`config.mk`:
```
export PLATFORM = sky130hd
export DESIGN_NAME = hlie_event_mask
export DESIGN_NICKNAME = d
export VERILOG_FILES = /design/src/hw/hlie_pkg.sv /design/src/hw/hlie_sync3.sv /design/src/hw/hlie_ctx_summary.sv /design/src/hw/hlie_event_mask.sv
export VERILOG_INCLUDE_DIRS = /design/src /design/src/hw
export SDC_FILE = /design/constraint.sdc
export NUM_CORES = 1
export LEC_CHECK = 0
export ABC_AREA = 1
export BUFFER_PORTS_ARGS = -buffer_cell sky130_fd_sc_hd__buf_2
export CAP_MARGIN = 10
export CORE_ASPECT_RATIO = 1.5
export CORE_UTILIZATION = 45
export DETAILED_ROUTE_END_ITERATION = 8
export PLACE_DENSITY = 0.77
export SYNTH_ARGS = -nofsm -noshare
export SYNTH_HDL_FRONTEND = slang
export SYNTH_SLANG_ARGS = --single-unit
```
`constraint.sdc`:
```
create_clock -name mclk_i -period 2.6 [get_ports mclk_i]
set_input_delay 0.26 -clock mclk_i [delete_from_list [all_inputs] [get_ports mclk_i]]
set_output_delay 0.26 -clock mclk_i [all_outputs]
set_load 0.03 [all_outputs]
```
`src/hw/hlie_consts.svh`:
```
// Operation
// - Failed transceiver register access sets its flag before the next access.
// - Link reinitialisation from the transceiver sets the reinit event flag.
// - Node ID stream end sets done flag; reinit clears it same cycle.
// - Sticky stream-done flag sets with primary, survives reinit.
// - Event bits 14 to 10 read zero and ignore writes.
// - Atomic reply not acknowledged complete sets the atomic reply error flag.
// - Host bus error on stored acknowledged write sets buffered write error.
// - Timed receive summary is unlatched OR of context events ANDed with masks.
// - Timed transmit summary is unlatched OR of context events ANDed with masks.
// - Reply packet stored and descriptor updated sets reply packet arrived.
// - Request packet stored and descriptor updated sets request packet arrived.
// - Reply receive descriptor completion conditionally sets its DMA done flag.
// - Request receive descriptor completion conditionally sets its DMA done flag.
// - Reply send context command completion conditionally sets reply send done.
// - Request send context command completion conditionally sets request send done.
// - Reading mask set or mask clear address returns the mask contents.
// - Mask bits enable same-position events; bit 31 gates, bit 30 extra source.
// - Interrupt output only while global gate is one, regardless of masks.
// - Extra event source requests only when its event and mask are one.
// - Software, late-ack, transceiver byte events request only with mask set.
// - Mask bit 28 reads zero and ignores writes.
// - Timed context clear address reads events ANDed with their masks.
`ifndef HLIE_CONSTS_SVH
`define HLIE_CONSTS_SVH

// ----------------------------------------------------------------
// Register offsets
// ----------------------------------------------------------------
`define HLIE_OFS_EVT_SET    8'h80
`define HLIE_OFS_EVT_CLR    8'h84
`define HLIE_OFS_MSK_SET    8'h88
`define HLIE_OFS_MSK_CLR    8'h8C
`define HLIE_OFS_TTX_CLR    8'h94
`define HLIE_OFS_TRX_CLR    8'hA4

// ----------------------------------------------------------------
// Bit positions
// ----------------------------------------------------------------
`define HLIE_B_GATE         31
`define HLIE_B_EXTRA        30
`define HLIE_B_SOFT         29
`define HLIE_B_ACK_LATE     27
`define HLIE_B_XCVR_BYTE    26
`define HLIE_B_CYC_HI       25
`define HLIE_B_CYC_LO       19
`define HLIE_B_ACC_FAIL     18
`define HLIE_B_REINIT       17
`define HLIE_B_ID_DONE      16
`define HLIE_B_ID_STICKY    15
`define HLIE_B_ATOMIC_ERR   9
`define HLIE_B_BUF_WR_ERR   8
`define HLIE_B_TRX_SUM      7
`define HLIE_B_TTX_SUM      6
`define HLIE_B_REPLY_PKT    5
`define HLIE_B_REQ_PKT      4
`define HLIE_B_REPLY_RXDMA  3
`define HLIE_B_REQ_RXDMA    2
`define HLIE_B_REPLY_SEND   1
`define HLIE_B_REQ_SEND     0

// ----------------------------------------------------------------
// Field masks and reset values
// ----------------------------------------------------------------
`define HLIE_EVT_WR_MASK    32'h6FFF_833F
`define HLIE_MSK_WR_MASK    32'hEFFF_83FF
`define HLIE_IRQ_SRC_MASK   32'h7FFF_FFFF
`define HLIE_EVT_RESET      32'h0000_0000
`define HLIE_MSK_RESET      32'h0000_0000
`define HLIE_ZERO32         32'h0000_0000

`endif

```
`src/hw/hlie_pkg.sv`:
```
package hlie_pkg;

  // Whole state of the event and mask block
  typedef struct packed {
    logic [31:0] event_ff;
    logic [31:0] mask_ff;
    logic [31:0] rdata_ff;
    logic        irq_ff;
  } hlie_state_t;

endpackage

```
`src/hw/hlie_sync3.sv`:
```
`timescale 1ns/10ps
`include "hlie_consts.svh"

module hlie_sync3 #(
  parameter int W = 2
) (
  // Clock and reset
  input  wire logic         mclk_i,
  input  wire logic         reset_n_i,
  // Pin side
  input  wire logic [W-1:0] pin_i,
  // Filtered level
  output logic      [W-1:0] level_o
);

  // ----------------------------------------------------------------
  // Three-stage capture, accept only when stages two and three agree
  // ----------------------------------------------------------------
  typedef struct packed {
    logic [W-1:0] s1_ff;
    logic [W-1:0] s2_ff;
    logic [W-1:0] s3_ff;
    logic [W-1:0] lvl_ff;
  } hlie_sync_t;

  hlie_sync_t st_ff;
  hlie_sync_t nxt_st;

  // Stage one feeds stage two only; the filter looks at two and three
  always_comb begin
    nxt_st       = st_ff;
    nxt_st.s1_ff = pin_i;
    nxt_st.s2_ff = st_ff.s1_ff;
    nxt_st.s3_ff = st_ff.s2_ff;
    for (int i = 0; i < W; i++) begin
      if (st_ff.s2_ff[i] == st_ff.s3_ff[i]) begin
        nxt_st.lvl_ff[i] = st_ff.s3_ff[i];
      end
    end
  end

  // State register
  always_ff @(posedge mclk_i) begin
    if (!reset_n_i) begin
      st_ff <= '0;
    end else begin
      st_ff <= nxt_st;
    end
  end

  assign level_o = st_ff.lvl_ff;

endmodule

```
`src/hw/hlie_ctx_summary.sv`:
```
`timescale 1ns/10ps
`include "hlie_consts.svh"

module hlie_ctx_summary #(
  parameter int N = 8
) (
  // Per-context event and mask
  input  wire logic [N-1:0] event_i,
  input  wire logic [N-1:0] mask_i,
  // Qualified view and summary
  output logic      [N-1:0] qualified_o,
  output logic              any_o
);

  // ----------------------------------------------------------------
  // Unlatched summary, follows the context bits with no delay
  // ----------------------------------------------------------------
  assign qualified_o = event_i & mask_i;
  assign any_o       = |qualified_o;

endmodule

```
`src/hw/hlie_event_mask.sv`:
```
`timescale 1ns/10ps
`include "hlie_consts.svh"

module hlie_event_mask
  import hlie_pkg::*;
#(
  parameter int NTX = 8,
  parameter int NRX = 8,
  parameter int NGP = 2
) (
  // Clock and reset
  input  wire logic           mclk_i,
  input  wire logic           reset_n_i,
  // Register port
  input  wire logic [7:0]     addr_i,
  input  wire logic [31:0]    wdata_i,
  input  wire logic           wr_i,
  input  wire logic           rd_i,
  output logic      [31:0]    rdata_o,
  // Event pulses from link logic
  input  wire logic           register_access_failed_flag_i,
  input  wire logic           link_reinit_event_i,
  input  wire logic           node_id_stream_done_i,
  input  wire logic           atomic_reply_error_i,
  input  wire logic           buffered_write_error_i,
  input  wire logic           reply_packet_arrived_i,
  input  wire logic           request_packet_arrived_i,
  input  wire logic           async_reply_receive_dma_done_i,
  input  wire logic           async_request_receive_dma_done_i,
  input  wire logic           reply_send_done_i,
  input  wire logic           request_send_done_i,
  input  wire logic           ack_late_event_i,
  input  wire logic           transceiver_reg_byte_arrived_i,
  input  wire logic [6:0]     cycle_events_i,
  // Extra source pins, asynchronous
  input  wire logic [NGP-1:0] extra_event_pins_i,
  // Timed context bits from the context registers
  input  wire logic [NTX-1:0] ttx_ctx_event_i,
  input  wire logic [NTX-1:0] ttx_ctx_mask_i,
  input  wire logic [NRX-1:0] trx_ctx_event_i,
  input  wire logic [NRX-1:0] trx_ctx_mask_i,
  // Interrupt
  output logic                irq_o
);

  // ----------------------------------------------------------------
  // Helpers
  // ----------------------------------------------------------------

  // Set and clear update, a set always beats a clear in the same cycle
  function automatic logic [31:0] set_clr(input logic [31:0] cur,
                                          input logic [31:0] set_v,
                                          input logic [31:0] clr_v,
                                          input logic [31:0] keep);
    set_clr = ((cur & ~clr_v) | set_v) & keep;
  endfunction

  // Zero extension of a context vector into a register word
  function automatic logic [31:0] widen(input logic [31:0] v, input int n);
    logic [31:0] m;
    m     = `HLIE_ZERO32;
    for (int i = 0; i < 32; i++) begin
      m[i] = (i < n);
    end
    widen = v & m;
  endfunction

  // ----------------------------------------------------------------
  // Submodules
  // ----------------------------------------------------------------
  logic [NGP-1:0] gp_level;
  logic [NTX-1:0] ttx_qual;
  logic [NRX-1:0] trx_qual;
  logic           ttx_any;
  logic           trx_any;

  // Pins cross into the core clock through three stages
  hlie_sync3 #(
    .W         (NGP)
  ) u_gp_sync (
    .mclk_i    (mclk_i),
    .reset_n_i (reset_n_i),
    .pin_i     (extra_event_pins_i),
    .level_o   (gp_level)
  );

  // Transmit context summary
  hlie_ctx_summary #(
    .N           (NTX)
  ) u_ttx_sum (
    .event_i     (ttx_ctx_event_i),
    .mask_i      (ttx_ctx_mask_i),
    .qualified_o (ttx_qual),
    .any_o       (ttx_any)
  );

  // Receive context summary
  hlie_ctx_summary #(
    .N           (NRX)
  ) u_trx_sum (
    .event_i     (trx_ctx_event_i),
    .mask_i      (trx_ctx_mask_i),
    .qualified_o (trx_qual),
    .any_o       (trx_any)
  );

  // ----------------------------------------------------------------
  // Hardware event vector
  // ----------------------------------------------------------------
  logic [31:0] hw_set;

  // One bit per event source, two for stream done (16 and 15); reserved positions stay zero
  always_comb begin
    hw_set                         = `HLIE_ZERO32;
    hw_set[`HLIE_B_EXTRA]          = |gp_level;
    hw_set[`HLIE_B_ACK_LATE]       = ack_late_event_i;
    hw_set[`HLIE_B_XCVR_BYTE]      = transceiver_reg_byte_arrived_i;
    hw_set[`HLIE_B_CYC_HI:`HLIE_B_CYC_LO] = cycle_events_i;
    hw_set[`HLIE_B_ACC_FAIL]       = register_access_failed_flag_i;
    hw_set[`HLIE_B_REINIT]         = link_reinit_event_i;
    hw_set[`HLIE_B_ID_DONE]        = node_id_stream_done_i;
    hw_set[`HLIE_B_ID_STICKY]      = node_id_stream_done_i;
    hw_set[`HLIE_B_ATOMIC_ERR]     = atomic_reply_error_i;
    hw_set[`HLIE_B_BUF_WR_ERR]     = buffered_write_error_i;
    hw_set[`HLIE_B_REPLY_PKT]      = reply_packet_arrived_i;
    hw_set[`HLIE_B_REQ_PKT]        = request_packet_arrived_i;
    hw_set[`HLIE_B_REPLY_RXDMA]    = async_reply_receive_dma_done_i;
    hw_set[`HLIE_B_REQ_RXDMA]      = async_request_receive_dma_done_i;
    hw_set[`HLIE_B_REPLY_SEND]     = reply_send_done_i;
    hw_set[`HLIE_B_REQ_SEND]       = request_send_done_i;
  end

  // ----------------------------------------------------------------
  // State and next state
  // ----------------------------------------------------------------
  hlie_state_t st_ff;
  hlie_state_t nxt_st;
  logic [31:0] evt_view;
  logic [31:0] sw_evt_set;
  logic [31:0] sw_evt_clr;
  logic [31:0] sw_msk_set;
  logic [31:0] sw_msk_clr;

  // Write strobes turned into per-bit set and clear words
  assign sw_evt_set = (wr_i && addr_i == `HLIE_OFS_EVT_SET) ? wdata_i : `HLIE_ZERO32;
  assign sw_evt_clr = (wr_i && addr_i == `HLIE_OFS_EVT_CLR) ? wdata_i : `HLIE_ZERO32;
  assign sw_msk_set = (wr_i && addr_i == `HLIE_OFS_MSK_SET) ? wdata_i : `HLIE_ZERO32;
  assign sw_msk_clr = (wr_i && addr_i == `HLIE_OFS_MSK_CLR) ? wdata_i : `HLIE_ZERO32;

  // Summary bits are not stored, they are merged into the event read view and the interrupt
  always_comb begin
    evt_view                 = st_ff.event_ff;
    evt_view[`HLIE_B_TRX_SUM] = trx_any;
    evt_view[`HLIE_B_TTX_SUM] = ttx_any;
  end

  // Next state
  always_comb begin
    nxt_st          = st_ff;
    // Latched events; writable mask keeps reserved and summary bits at zero
    nxt_st.event_ff = set_clr(st_ff.event_ff, sw_evt_set | hw_set, sw_evt_clr,
                              `HLIE_EVT_WR_MASK);
    // Reinit wipes the primary done flag, even against a same-cycle set
    if (link_reinit_event_i) begin
      nxt_st.event_ff[`HLIE_B_ID_DONE] = 1'b0;
    end
    // Mask update, bit 28 and 14 to 10 never stick
    nxt_st.mask_ff  = set_clr(st_ff.mask_ff, sw_msk_set, sw_msk_clr,
                              `HLIE_MSK_WR_MASK);
    // Read data stand for the one cycle after the strobe only
    nxt_st.rdata_ff = `HLIE_ZERO32;
    if (rd_i) begin
      case (addr_i)
        `HLIE_OFS_EVT_SET, `HLIE_OFS_EVT_CLR: begin
          nxt_st.rdata_ff = evt_view;
        end
        `HLIE_OFS_MSK_SET, `HLIE_OFS_MSK_CLR: begin
          nxt_st.rdata_ff = st_ff.mask_ff;
        end
        `HLIE_OFS_TTX_CLR: begin
          nxt_st.rdata_ff = widen(32'(ttx_qual), NTX);
        end
        `HLIE_OFS_TRX_CLR: begin
          nxt_st.rdata_ff = widen(32'(trx_qual), NRX);
        end
        default: begin
          nxt_st.rdata_ff = `HLIE_ZERO32;
        end
      endcase
    end
    // Gate and per-bit enables; one register stage keeps the pin glitch free
    nxt_st.irq_ff = st_ff.mask_ff[`HLIE_B_GATE] &
                    (|(evt_view & st_ff.mask_ff & `HLIE_IRQ_SRC_MASK));
  end

  // State register
  always_ff @(posedge mclk_i) begin
    if (!reset_n_i) begin
      st_ff.event_ff <= `HLIE_EVT_RESET;
      st_ff.mask_ff  <= `HLIE_MSK_RESET;
      st_ff.rdata_ff <= `HLIE_ZERO32;
      st_ff.irq_ff   <= 1'b0;
    end else begin
      st_ff <= nxt_st;
    end
  end

  // ----------------------------------------------------------------
  // Outputs
  // ----------------------------------------------------------------
  assign rdata_o = st_ff.rdata_ff;
  assign irq_o   = st_ff.irq_ff;
endmodule

```
# Word level (Yosys, flattened, before mapping)
# Cells that the tools add are included.
[word_totals]
reg_bits = 96
input_bits = 98
output_inout_bits = 33
word_cells = 48
[classes]
eq_ne = 8
n_mux = 5
bitwise_logic = 12
reduce_logical = 12
[op_table]
columns = ["op", "count"]
rows = [
  ["32-bit case mux with 4 select lines", 1],
  ["32-bit two-way mux", 2],
  ["31-bit AND", 2],
  ["31-bit two-way mux", 2],
  ["31-bit OR", 2],
  ["8-bit equality test (second input constant)", 6],
  ["32-bit AND", 1],
  ["32-bit inverter", 1],
  ["32-bit OR", 1],
  ["31-bit inverter", 1],
  ["31-bit OR reduction", 1],
  ["8-bit AND", 2],
  ["8-bit OR reduction", 2],
  ["2-bit OR reduction", 4],
  ["1-bit logical AND", 4],
  ["1-bit equality test", 2],
  ["2-bit AND reduction", 1],
  ["1-bit AND", 1],
  ["1-bit inverter", 1],
]

# Depth between registers and ports, before layout
# Gate-level depths: netlist (run 1).
[logic_depth]
ltp_word = 6
mapped_depth = 9
ltp_nobuf = 8

# Cells and area by module
# Synthesis (run 1) repeated with hierarchy kept, for this count alone.
[hier_totals]
cells_unflattened = 614
area_unflattened_um2 = 4336.7
[by_module_without_submodules]
columns = ["mod", "instances", "cells_each", "area_each_um2", "seq_area_each_um2"]
rows = [
  ["hlie_event_mask", 1, 540, 3916.3, 1521.5],
  ["hlie_sync3", 1, 28, 247.7, 160.2],
  ["hlie_ctx_summary", 2, 23, 86.3, 0.0],
]

# Least setup slack after synthesis (run 1)
# Ideal clock, no wire load.
[synth_path]
path_type = "input-to-reg"
from = "in addr_i[1]"
to = "reg st_ff, in the netlist evt_view[15]"
setup_time_ps = 132
arrival_time_ps = 1069
required_time_ps = 2468
setup_slack_ps = 1399
cell_stages = 7
path_buffers = 1
path_cell_list = "nor2_2 -> nand3_1 -> nor2_2 -> buf_2 -> nand2_1 -> nand2_1 -> a21oi_1"
[synth_via]
elab_chain_len = 6
elab_cells_between_ends = 10
classes_between = "eq/ne (2); mux (2); bitwise (4); reduce/logical (2)"
[synth_lines]
columns = ["element", "line", "text"]
rows = [
  ["start, declared", "hlie_event_mask.sv:15", "input wire logic [7:0] addr_i,"],
  ["8-bit equality test", "n/a", ""],
  ["1-bit logical AND (no source line)", "n/a", ""],
  ["31-bit two-way mux (no source line)", "n/a", ""],
  ["31-bit inverter", "hlie_event_mask.sv:55", "set_clr = ((cur & ~clr_v) | set_v) & keep;"],
  ["31-bit AND", "hlie_event_mask.sv:55", ""],
  ["31-bit OR *", "hlie_event_mask.sv:55", ""],
  ["end signal, assigned", "hlie_event_mask.sv:204", "st_ff <= nxt_st;"],
  ["end, declared", "hlie_event_mask.sv:136", "hlie_state_t st_ff;"],
]
# Every way passes the cells marked *; elsewhere a longest branch is shown, timed or not.
# A chain may end at the register's enable or synchronous reset.

# Final worst setup path (run 1)
[layout_path]
from = "in addr_i[5]"
to = "reg st_ff, in the netlist evt_view[5]"
# Same word-level chain as after synthesis.

==> results of run 1 <==
path summary, 6_finish.rpt:
kind                    endpoint  cells past startpoint             startpoint  slack (ps)
max                  evt_view[5]                      7              addr_i[5]        1120
min          u_gp_sync.nxt_st[5]                      3  extra_event_pins_i[1]         100
max reg2reg                irq_o                      8           evt_view[25]        1460
min reg2reg  u_gp_sync.nxt_st[2]                      2    u_gp_sync.nxt_st[4]         410
flip-flops by register name (all words and copies together) (netlist names):
register and cells:
rdata_o 26, st_ff 26, evt_view 23, u_gp_sync.nxt_st 4, u_gp_sync.level_o 2, u_gp_sync.st_ff 2
irq_o 1
through the flow:
| stage | cell area, µm² | std cells |
|---|---|---|
| CTS | 4800 | 788 |
| floorplan | 4090 | 598 |
| global placement | 4490 | 774 |
| global route | 4800 | 788 |
| finish | 4800 | 788 |
| detailed placement | 4490 | 774 |
layer usage:
metal / global-route usage (%) / vias to the layer above / wire length (µm)
li1: - / 2041 / -
met1: 24.9 / 1838 / 4000
met2: 40.8 / 154 / 5620
met3: 3.17 / 24 / 640
met4: 15.7 / 0 / 308
met5: 0 / - / 0
power by group through the flow:
stage | Combinational, µW | Sequential, µW | Clock, µW
global route | 243 | 1340 | 1380
finish | 219 | 1330 | 1310
global placement | 212 | 1360 | 0
floorplan | 114 | 1360 | 0
detailed placement | 218 | 1360 | 0
CTS | 220 | 1330 | 1330
final cells by class:
type                            count  share of cell area [%]
Multi-Input combinational cell    438                    41.0
Sequential cell                    84                    35.0
Timing Repair Buffer              124                    13.2
Clock buffer                       13                    5.84
Tap cell                          110                    2.87
Inverter                           18                    1.41
Clock inverter                      1                   0.625
cells in the mapped netlist, drive strengths merged:
master | n | area share (%)
nand2 | 218 | 20
conb | 1 | 0.092
a21oi | 89 | 11
nand3b | 16 | 2.9
clkbuf | 7 | 0.64
nor2 | 42 | 4.8
dfxtp | 84 | 41
and3 | 1 | 0.15
o21ai | 3 | 0.37
nand3 | 59 | 7.6
inv | 18 | 1.7
or2 | 2 | 0.31
buf | 51 | 8.7
nor3 | 2 | 0.49
worst min-delay path: stages:
cell	delay, ps
buf_2	70
nand2_1	40
inv_1	40
kinds of logic (layout without fill, tap and decap cells):
| family | count (synthesis) | count (layout) | synth area share [%] |
|---|---|---|---|
| buffers and inverters | 76 | 156 | 11.0 |
| flip-flops | 84 | 84 | 41.3 |
| AND/OR/NAND/NOR | 340 | 340 | 36.3 |
| other | 1 | 6 | 0.0920 |
| AO/OA/AOI/OAI | 92 | 92 | 11.3 |
==> impl_metrics.csv, run 1 <==
group,metric,value,unit
setup_path,crit_path_start_kind,"input port",
cts,cts_resized,0,
sta,rsz0062_at_grt,"false",
setup_path,worstPathArrival,1740,ps
sta,setup_ws,1120,ps
job,maxCapViolations,0,
sta,setup_tns,0,ps
finish,multi_input_area,0.00197,mm²
setup_path,cp_top_family,"simple AND/OR/NAND/NOR gates",
route,vias,4057,
die,initial_core_util,46.2,%
finish,layout_common_cells,"nand2_1, buf_2, a21oi_1",
grt,grt_pass1_wl,17000,µm
grt,gr-total-overflow,0,
die,ios,131,
cts,cts_setup_buffers,0,
grt,grt_pass1_vias,3828,
route,wl_per_cell,13.4,µm
power_and_ir_drop,power.total,2860,µW
finish,n_fill_cell,891,
power_and_ir_drop,p_int,2240,µW
sta,worst_hold_slack,104,ps
cts,clk_latency,340,ps
finish,final_util,54.4,%
synthesis,synth_cell_types,19,
power_and_ir_drop,peakVddDrop,0.317,mV
grt,antenna_found_initial,0,
placed_design,gp_congestion,0.786,
synthesis,ys.warnings.count,0,
setup_path,critPathKind,"input port to register",
synthesis,syn_area,0.00408,mm²
sta,timing_hold_violations_final,0,
setup_path,cp.buffers_inverters,2,
die,dieArea,0.00945,mm²
power_and_ir_drop,p_switching,625,µW
setup_path,cp_slowest_cell,"nor2_2",
cts,cts_hold_buf,0,
power_and_ir_drop,p_per_area,596,mW/mm²
setup_path,crit_path_max_incr_delay,450,ps
die,coreArea,0.00883,mm²
cts,clockBufferDepth,2,
sta,finalClockSkew,9.13,ps
setup_path,worstPathRequired,2860,ps
finish,syn_to_final_growth,17.8,%
cts,clock_sink_count,84,
cts,cts_htree_levels,3,
sta,period_minus_slack,1480,ps
setup_path,path_max_fanout,12,
setup_path,endpoint_kind,"register",
die,die_h,119,µm
outcome,status,"finished, final reports clean",
grt,grt_max_degree,53,
placed_design,place_ws,823,ps
sta,tightest_slew,679,ps
finish,final_common_cell,"nand2_1",
power_and_ir_drop,p_seq_share,46.6,%
power_and_ir_drop,leakage,0.00216,µW
synthesis,yosysSeqAreaShare,41.3,%
finish,seqCellArea,0.00168,mm²
placed_design,port-buffer-count,118,
route,dr.pass1.iters,5,
cts,cts_made_buffers,9,
sta,setup_violations,0,
cts,clkSlewWorstSetupHoldPaths,60,ps
cts,cts_tree,"built",
synthesis,synth_seq_cells,84,
route,totalWireLength,10600,µm
sta,fmax,0.675,GHz
cts,cts_root_buffer,"clkbuf_16",
power_and_ir_drop,clockPowerShare,45.7,%
finish,num-nets-final,773,
route,drc,0,
synthesis,syn_inst,593,
die,fp.dieW,79.7,µm
route,vias_per_cell,5.15,
route,drt_iter0_markers,281,
finish,antenna_cells,0,
synthesis,avgSynthCellArea,6.87,µm²
die,placement_rows,42,
setup_path,path_cells,"buf_2 -> nor2_2 -> nand3_4 -> nor2_2 -> buf_4 -> a21oi_1 -> a21oi_1",
hold_path,hold_class,"input port to register",
sta,slew_viol_final,0,
grt,grt_usage,23.2,%
route,postRouteAntennaNets,0,
sta,slew_headroom,54.6,%
power_and_ir_drop,swShare,21.8,%
sta,fin_crit_sh,57.0,%
placed_design,dp_hpwl,7130,µm
power_and_ir_drop,comb_power_share,7.7,%
finish,drive_gt1_share,22.7,%
(Power assumes the default switching activity.)
==> run 2: changes to the inputs <==
clock period = 1.4 ns   (was 2.6 ns; I/O delays follow)
==> run 2 against run 1 <==
  * Clock skew is 4.9 ps lower
  * Clock power up 63%
  * Global-route usage barely moved
  * Routed wire length down 0.38%
  * Sequential share of layout area decreased by 1.1 points
  * Register-to-register slack got worse by 1200 ps
  * Critical path depth up 1
  * Core utilization is 1.7 points higher
  * Final area rose by 3.1%
  * Total power rose by 76%
  * Critical path type is now register to register
  * Highest routed layer unchanged
==> impl_metrics.csv, run 2 (synthesized netlist as in run 1, its figures left out) <==
group,metric,value,unit
power_and_ir_drop,leakage,0.00222,µW
job,maxCapViolations,0,
sta,fin_crit_sh,78.2,%
grt,grt_pass1_wl,17100,µm
setup_path,cp_top_family,"simple AND/OR/NAND/NOR gates",
placed_design,dp_hpwl,7440,µm
sta,timing_hold_violations_final,0,
setup_path,startpoint,"evt_view[25]",
sta,period_minus_slack,1090,ps
sta,fmax,0.914,GHz
die,fp.dieW,79.7,µm
die,coreArea,0.00883,mm²
power_and_ir_drop,comb_power_share,8.6,%
cts,cts_made_buffers,9,
route,dr.pass1.iters,4,
power_and_ir_drop,peakVddDrop,0.758,mV
setup_path,path_cells,"nand2_1 -> nand2_1 -> nor2_1 -> nand2_1 -> nor2_1 -> nand2_1 -> nor2_1 -> nor2_1",
finish,antenna_cells,0,
grt,met1_usage,25.3,%
grt,busiest_layer,"met2",
setup_path,r2r_start,"evt_view[25]",
cts,cts_htree_levels,3,
setup_path,ff2ff_path_depth,8,
sta,rsz0062_at_grt,"false",
route,postRouteAntennaNets,0,
die,ios,131,
setup_path,endpoint_kind,"register",
route,drc,0,
grt,grt_max_degree,53,
placed_design,port-buffer-count,118,
finish,layout_common_cells,"nand2_1, buf_2, a21oi_1",
sta,finalClockSkew,4.27,ps
route,drt_iter0_markers,261,
setup_path,crit_path_max_incr_delay,320,ps
grt,antenna_found_initial,0,
setup_path,worstPathRequired,1630,ps
power_and_ir_drop,p_switching,1170,µW
sta,setup_tns,0,ps
setup_path,crit_end,"irq_o",
power_and_ir_drop,swShare,23.2,%
cts,clockBufferDepth,2,
setup_path,reg2reg_to,"irq_o",
cts,clock_sink_count,84,
route,wl_per_cell,13.1,µm
sta,slew_viol_final,0,
setup_path,cp.buffers_inverters,0,
die,die_h,119,µm
sta,setup_violations,0,
power_and_ir_drop,p_seq_share,49.2,%
grt,grt_pass1_vias,3838,
grt,gr-total-overflow,0,
grt,grt.met3_usage,4.79,%
cts,cts_resized,0,
route,totalWireLength,10500,µm
setup_path,worstPathArrival,1320,ps
setup_path,path_depth,8,
cts,clkSlewWorstSetupHoldPaths,60,ps
route,vias_per_cell,5.13,
power_and_ir_drop,clockPowerShare,42.2,%
finish,seqCellArea,0.00168,mm²
finish,multi_input_area,0.00197,mm²
setup_path,path_max_fanout,3,
die,initial_core_util,46.2,%
power_and_ir_drop,p_int,3870,µW
finish,syn_to_final_growth,21.5,%
finish,num-nets-final,785,
outcome,status,"finished, final reports clean",
setup_path,crit_path_start_kind,"register",
route,vias,4117,
sta,worst_hold_slack,44.0,ps
finish,final_util,56.1,%
grt,grt_usage,23.2,%
die,placement_rows,42,
placed_design,gp_congestion,0.797,
die,dieArea,0.00945,mm²
setup_path,critPathKind,"register to register",
cts,cts_root_buffer,"clkbuf_16",
cts,clk_latency,340,ps
hold_path,hold_class,"input port to register",
power_and_ir_drop,p_per_area,1020,mW/mm²
grt,met2_usage,42.4,%
cts,cts_tree,"built",
finish,final_common_cell,"nand2_1",
finish,n_fill_cell,845,
setup_path,r2r_slack,310,ps
setup_path,cp_slowest_cell,"dfxtp_1",
finish,drive_gt1_share,23.4,%
==> run 2: cell count changes in the layout (fill, tap and decap cells not counted), moves of 2 or more <==
| cell | previous run | this run |
|---|---|---|
| buf_12 | 0 | 8 |
| dlygate4sd3_1 | 0 | 2 |
| clkbuf_8 | 4 | 1 |
| clkbuf_1 | 0 | 4 |
| clkinv_2 | 0 | 2 |
| buf_4 | 6 | 8 |
==> run 2: power by group through the flow <==
stage                     clock network, µW  logic (µW)  registers [µW]
after global routing                   2280         478            2480
after CTS                              2170         432            2480
after global placement                    0         413            2530
after floorplan                           0         211            2520
after detailed placement                  0         426            2530
final                                  2130         431            2480
==> run 2: how the worst min path moves through the flow <==
| stage | cells past startpoint | startpoint | end | slack [ps] |
|---|---|---|---|---|
| floorplan | 2 | extra_event_pins_i[0] | u_gp_sync.nxt_st[4] | 240 |
| global placement | 3 | extra_event_pins_i[1] | u_gp_sync.nxt_st[5] | 330 |
| detailed placement | 3 | extra_event_pins_i[1] | u_gp_sync.nxt_st[5] | 330 |
| CTS | 3 | buffered_write_error_i | evt_view[8] | 40 |
| global route | 3 | cycle_events_i[3] | evt_view[22] | 40 |
| finish | 3 | cycle_events_i[1] | evt_view[20] | 40 |
==> run 2: worst reg2reg max path, delay by kind of cell (launching register included) <==
family	cells	cell delay, ps
and+or+nand+nor	8	660
DFF	1	320
==> run 2: routing by layer <==
| metal | vias up | share of wire, % |
|---|---|---|
| li1 | 2067 | - |
| met1 | 1902 | 40 |
| met2 | 132 | 53 |
| met3 | 16 | 5.2 |
| met4 | 0 | 2.2 |
| met5 | - | 0 |
==> run 2: layout make-up <==
| class | instances | area share [%] |
|---|---|---|
| clock inverters | 2 | 0.202 |
| inverters | 18 | 1.36 |
| well taps | 110 | 2.78 |
| clock buffers | 14 | 5.13 |
| flip-flops and latches | 84 | 34.0 |
| repair buffers | 136 | 16.8 |
| multi-input cells | 438 | 39.8 |
==> run 2: per-stage QoR <==
step	power [µW]	cells	worst slack [ps]	cell area (µm²)
after floorplan	2730	598	319	4090
after global placement	2940	784	142	4670
after detailed placement	2960	784	115	4670
after CTS	5080	802	280	4950
after global routing	5250	802	166	4950
final	5040	802	306	4950
==> run 2: what timing repair did <==
item | CTS | global route
buffers inserted | 0 | 0
hold buffers | 2 | 0
hold endpoints to repair | 2 | 0
==> run 3: changes to the inputs <==
ABC_AREA = 0   (was 1)
PLACE_DENSITY = 0.8   (was 0.77)
clock period = 1 ns   (was 1.4 ns; I/O delays follow)
==> run 3 against run 2 <==
  * The run now ends with negative setup slack left
  * Largest power group is now clock
  * Synthesized cell count down 27%
  * Synthesized area up 0.28%
  * Sequential share of layout area down 7.9 points
  * Hold slack worse by 40 ps
  * Setup slack worse by 580 ps
  * Via count up 9.7%
  * Final area up 31%
  * Total power up 59%
  * Critical endpoint unchanged
==> impl_metrics.csv, run 3 <==
group,metric,value,unit
synthesis,synth_top_area_cell,"dfxtp_1",
setup_path,crit_path_max_incr_delay,350,ps
cts,cts_made_buffers,9,
cts,clkSlewWorstSetupHoldPaths,70,ps
synthesis,synth.top_cells.by_area,"dfxtp_1, buf_4, a21boi_0",
sta,tightest_slew,557,ps
setup_path,worstPathArrival,1490,ps
finish,syn_to_final_growth,58.5,%
die,ios,131,
finish,seqCellArea,0.00169,mm²
route,drc,0,
hold_path,hp-start,"cycle_events_i[6]",
sta,setup_violations,75,
route,wl_per_cell,24.1,µm
placed_design,dp_hpwl,8150,µm
power_and_ir_drop,p_per_area,1240,mW/mm²
hold_path,whs_path_depth,3,
grt,grt_max_degree,32,
grt,grt_usage,33.9,%
setup_path,cp_slowest_cell,"dfxtp_1",
placed_design,gp_congestion,0.927,
setup_path,r2r_slack,-280,ps
setup_path,cp_top_family,"compound AO/OA/AOI/OAI gates",
hold_path,min_to,"evt_view[25]",
power_and_ir_drop,leakage,0.00264,µW
sta,timing_hold_violations_final,0,
synthesis,synth-edff-count,0,
sta,rsz0062_at_grt,"true",
cts,clockBufferDepth,2,
synthesis,syn_area,0.00409,mm²
cts,clk_latency,350,ps
die,dieArea,0.00947,mm²
die,coreArea,0.00883,mm²
sta,fmax,0.783,GHz
finish,layout_common_cells,"buf_2, dfxtp_1, buf_4",
setup_path,path_max_fanout,2,
route,dr.pass1.iters,5,
synthesis,yosysSeqAreaShare,41.2,%
setup_path,path_cells,"a22oi_1 -> nand4_1 -> nor3_2 -> a41oi_1",
synthesis,synth.area.mux_share,5.82,%
placed_design,port-buffer-count,118,
power_and_ir_drop,peakVddDrop,1.02,mV
sta,setup_ws,-277,ps
finish,drive_gt1_share,58.2,%
sta,finalClockSkew,10.1,ps
route,totalWireLength,17100,µm
die,initial_core_util,46.3,%
synthesis,yosysMostFrequentCell,"dfxtp_1",
route,drt_iter0_markers,499,
setup_path,ff2ff_path_depth,4,
cts,cts_htree_levels,3,
sta,slew_viol_final,0,
grt,antenna_found_initial,1,
cts,clock_sink_count,84,
setup_path,crit_path_start_kind,"register",
setup_path,endpoint_kind,"register",
setup_path,critPathKind,"register to register",
synthesis,syn_inst,435,
die,fp.dieW,79.8,µm
cts,cts_root_buffer,"clkbuf_16",
setup_path,reg2reg_to,"irq_o",
die,die_h,119,µm
setup_path,cp.buffers_inverters,0,
synthesis,yosys_most_used_dff,"dfxtp_1",
finish,final_util,73.4,%
synthesis,synth_top_family_by_area,"simple AND/OR/NAND/NOR gates",
synthesis,async_flop_share,0,%
route,postRouteAntennaNets,0,
route,vias,4516,
synthesis,synthSimpleGateAreaFrac,21.7,%
finish,num-nets-final,690,
power_and_ir_drop,power.total,8030,µW
cts,cts_tree,"built",
synthesis,yosys-top-cells-count,"dfxtp_1, buf_4, nand4_1",
hold_path,hold_class,"input port to register",
sta,setup_tns,-10880,ps
die,placement_rows,42,
finish,n_fill_cell,515,
finish,final_common_cell,"buf_2",
sta,fin_crit_sh,128,%
synthesis,synth_cell_types,41,
finish,multi_input_area,0.00273,mm²
setup_path,r2r_start,"evt_view[30]",
grt,gr-total-overflow,0,
outcome,status,"finished, violations left",
synthesis,synth_compound_area_share,21.4,%
synthesis,avgSynthCellArea,9.39,µm²
outcome,violations,"negative setup slack",
grt,grt_pass1_wl,23900,µm
sta,slew_headroom,62.8,%
setup_path,worstPathRequired,1220,ps
synthesis,synth_seq_cells,84,
job,maxCapViolations,0,
synthesis,ys.warnings.count,0,
sta,period_minus_slack,1280,ps
synthesis,synth_fa_ha_area_share,0,%
synthesis,synthXorXnorAreaFrac,0,%
synthesis,synth_top_area_share,41.2,%
route,vias_per_cell,6.39,
grt,grt_pass1_vias,4520,
[run 3: cell count changes in the layout (fill, tap and decap cells not counted), moves of 22 or more]
cell,change
nand2_1,-192
a21oi_1,-88
nand3_1,-58
buf_4,+45
nand4_1,+27
nor2_1,-27
o21a_1,+26
nor2b_1,+22
[run 3: area by class of cell]
cell class | count | area share (%)
diodes | 1 | 0.0386
inverters | 1 | 0.0580
flip-flops and latches | 84 | 26.1
repair buffers | 205 | 24.7
multi-input cells | 291 | 42.2
clock buffers | 12 | 4.12
well taps | 110 | 2.13
clock inverters | 3 | 0.696
[run 3: tightest hold or removal path, cell delays in order]
cell	delay, ps
buf_2	90
a221oi_2	30
nor2b_1	90
[run 3: worst max path at each step]
stage	startpoint	endpoint	slack [ps]	cells after the start
floorplan	addr_i[6]	evt_view[16]	-270	6
global placement	addr_i[6]	evt_view[30]	-540	6
detailed placement	addr_i[6]	evt_view[30]	-600	6
CTS	st_ff[48]	irq_o	-160	4
global route	evt_view[30]	irq_o	-310	4
finish	evt_view[30]	irq_o	-280	4
[run 3: routing by layer]
layer,track usage (%),vias up,part of all wire [%]
li1,-,1889,-
met5,0,-,0
met1,36.8,2110,35
met4,27.2,0,10
met2,55.6,366,47
met3,7.03,151,7.8
[run 3: where the power goes]
part	total [µW]	internal, µW	switching, µW
Clock	3500	2130	1370
Combinational	1060	479	579
Sequential	3470	3420	52.3
Total	8030	6020	2010
[run 3: cell families after synthesis]
logic type | count (synthesis)
buf+inv | 66
other cells | 1
compound gates | 114
flops | 84
simple gates | 147
mux | 23
[run 3: what timing repair did]
item / in CTS / in global routing
setup endpoints to repair: 76 / 76
gates cloned: 9 / 1
pin swaps: 48 / 49
setup buffers: 16 / 3
hold buffers: 4 / 0
hold endpoints to repair: 4 / 0
gates resized for setup: 136 / 70
[run 3: stage by stage]
step	worst slack (ps)	cell area (µm²)	hold WS (ps)	instances
global placement	-538	4970	308	663
global route	-310	6480	12.5	707
CTS	-159	6220	2.11	707
detailed placement	-602	4970	309	663
floorplan	-271	4180	170	440
finish	-277	6480	3.79	707
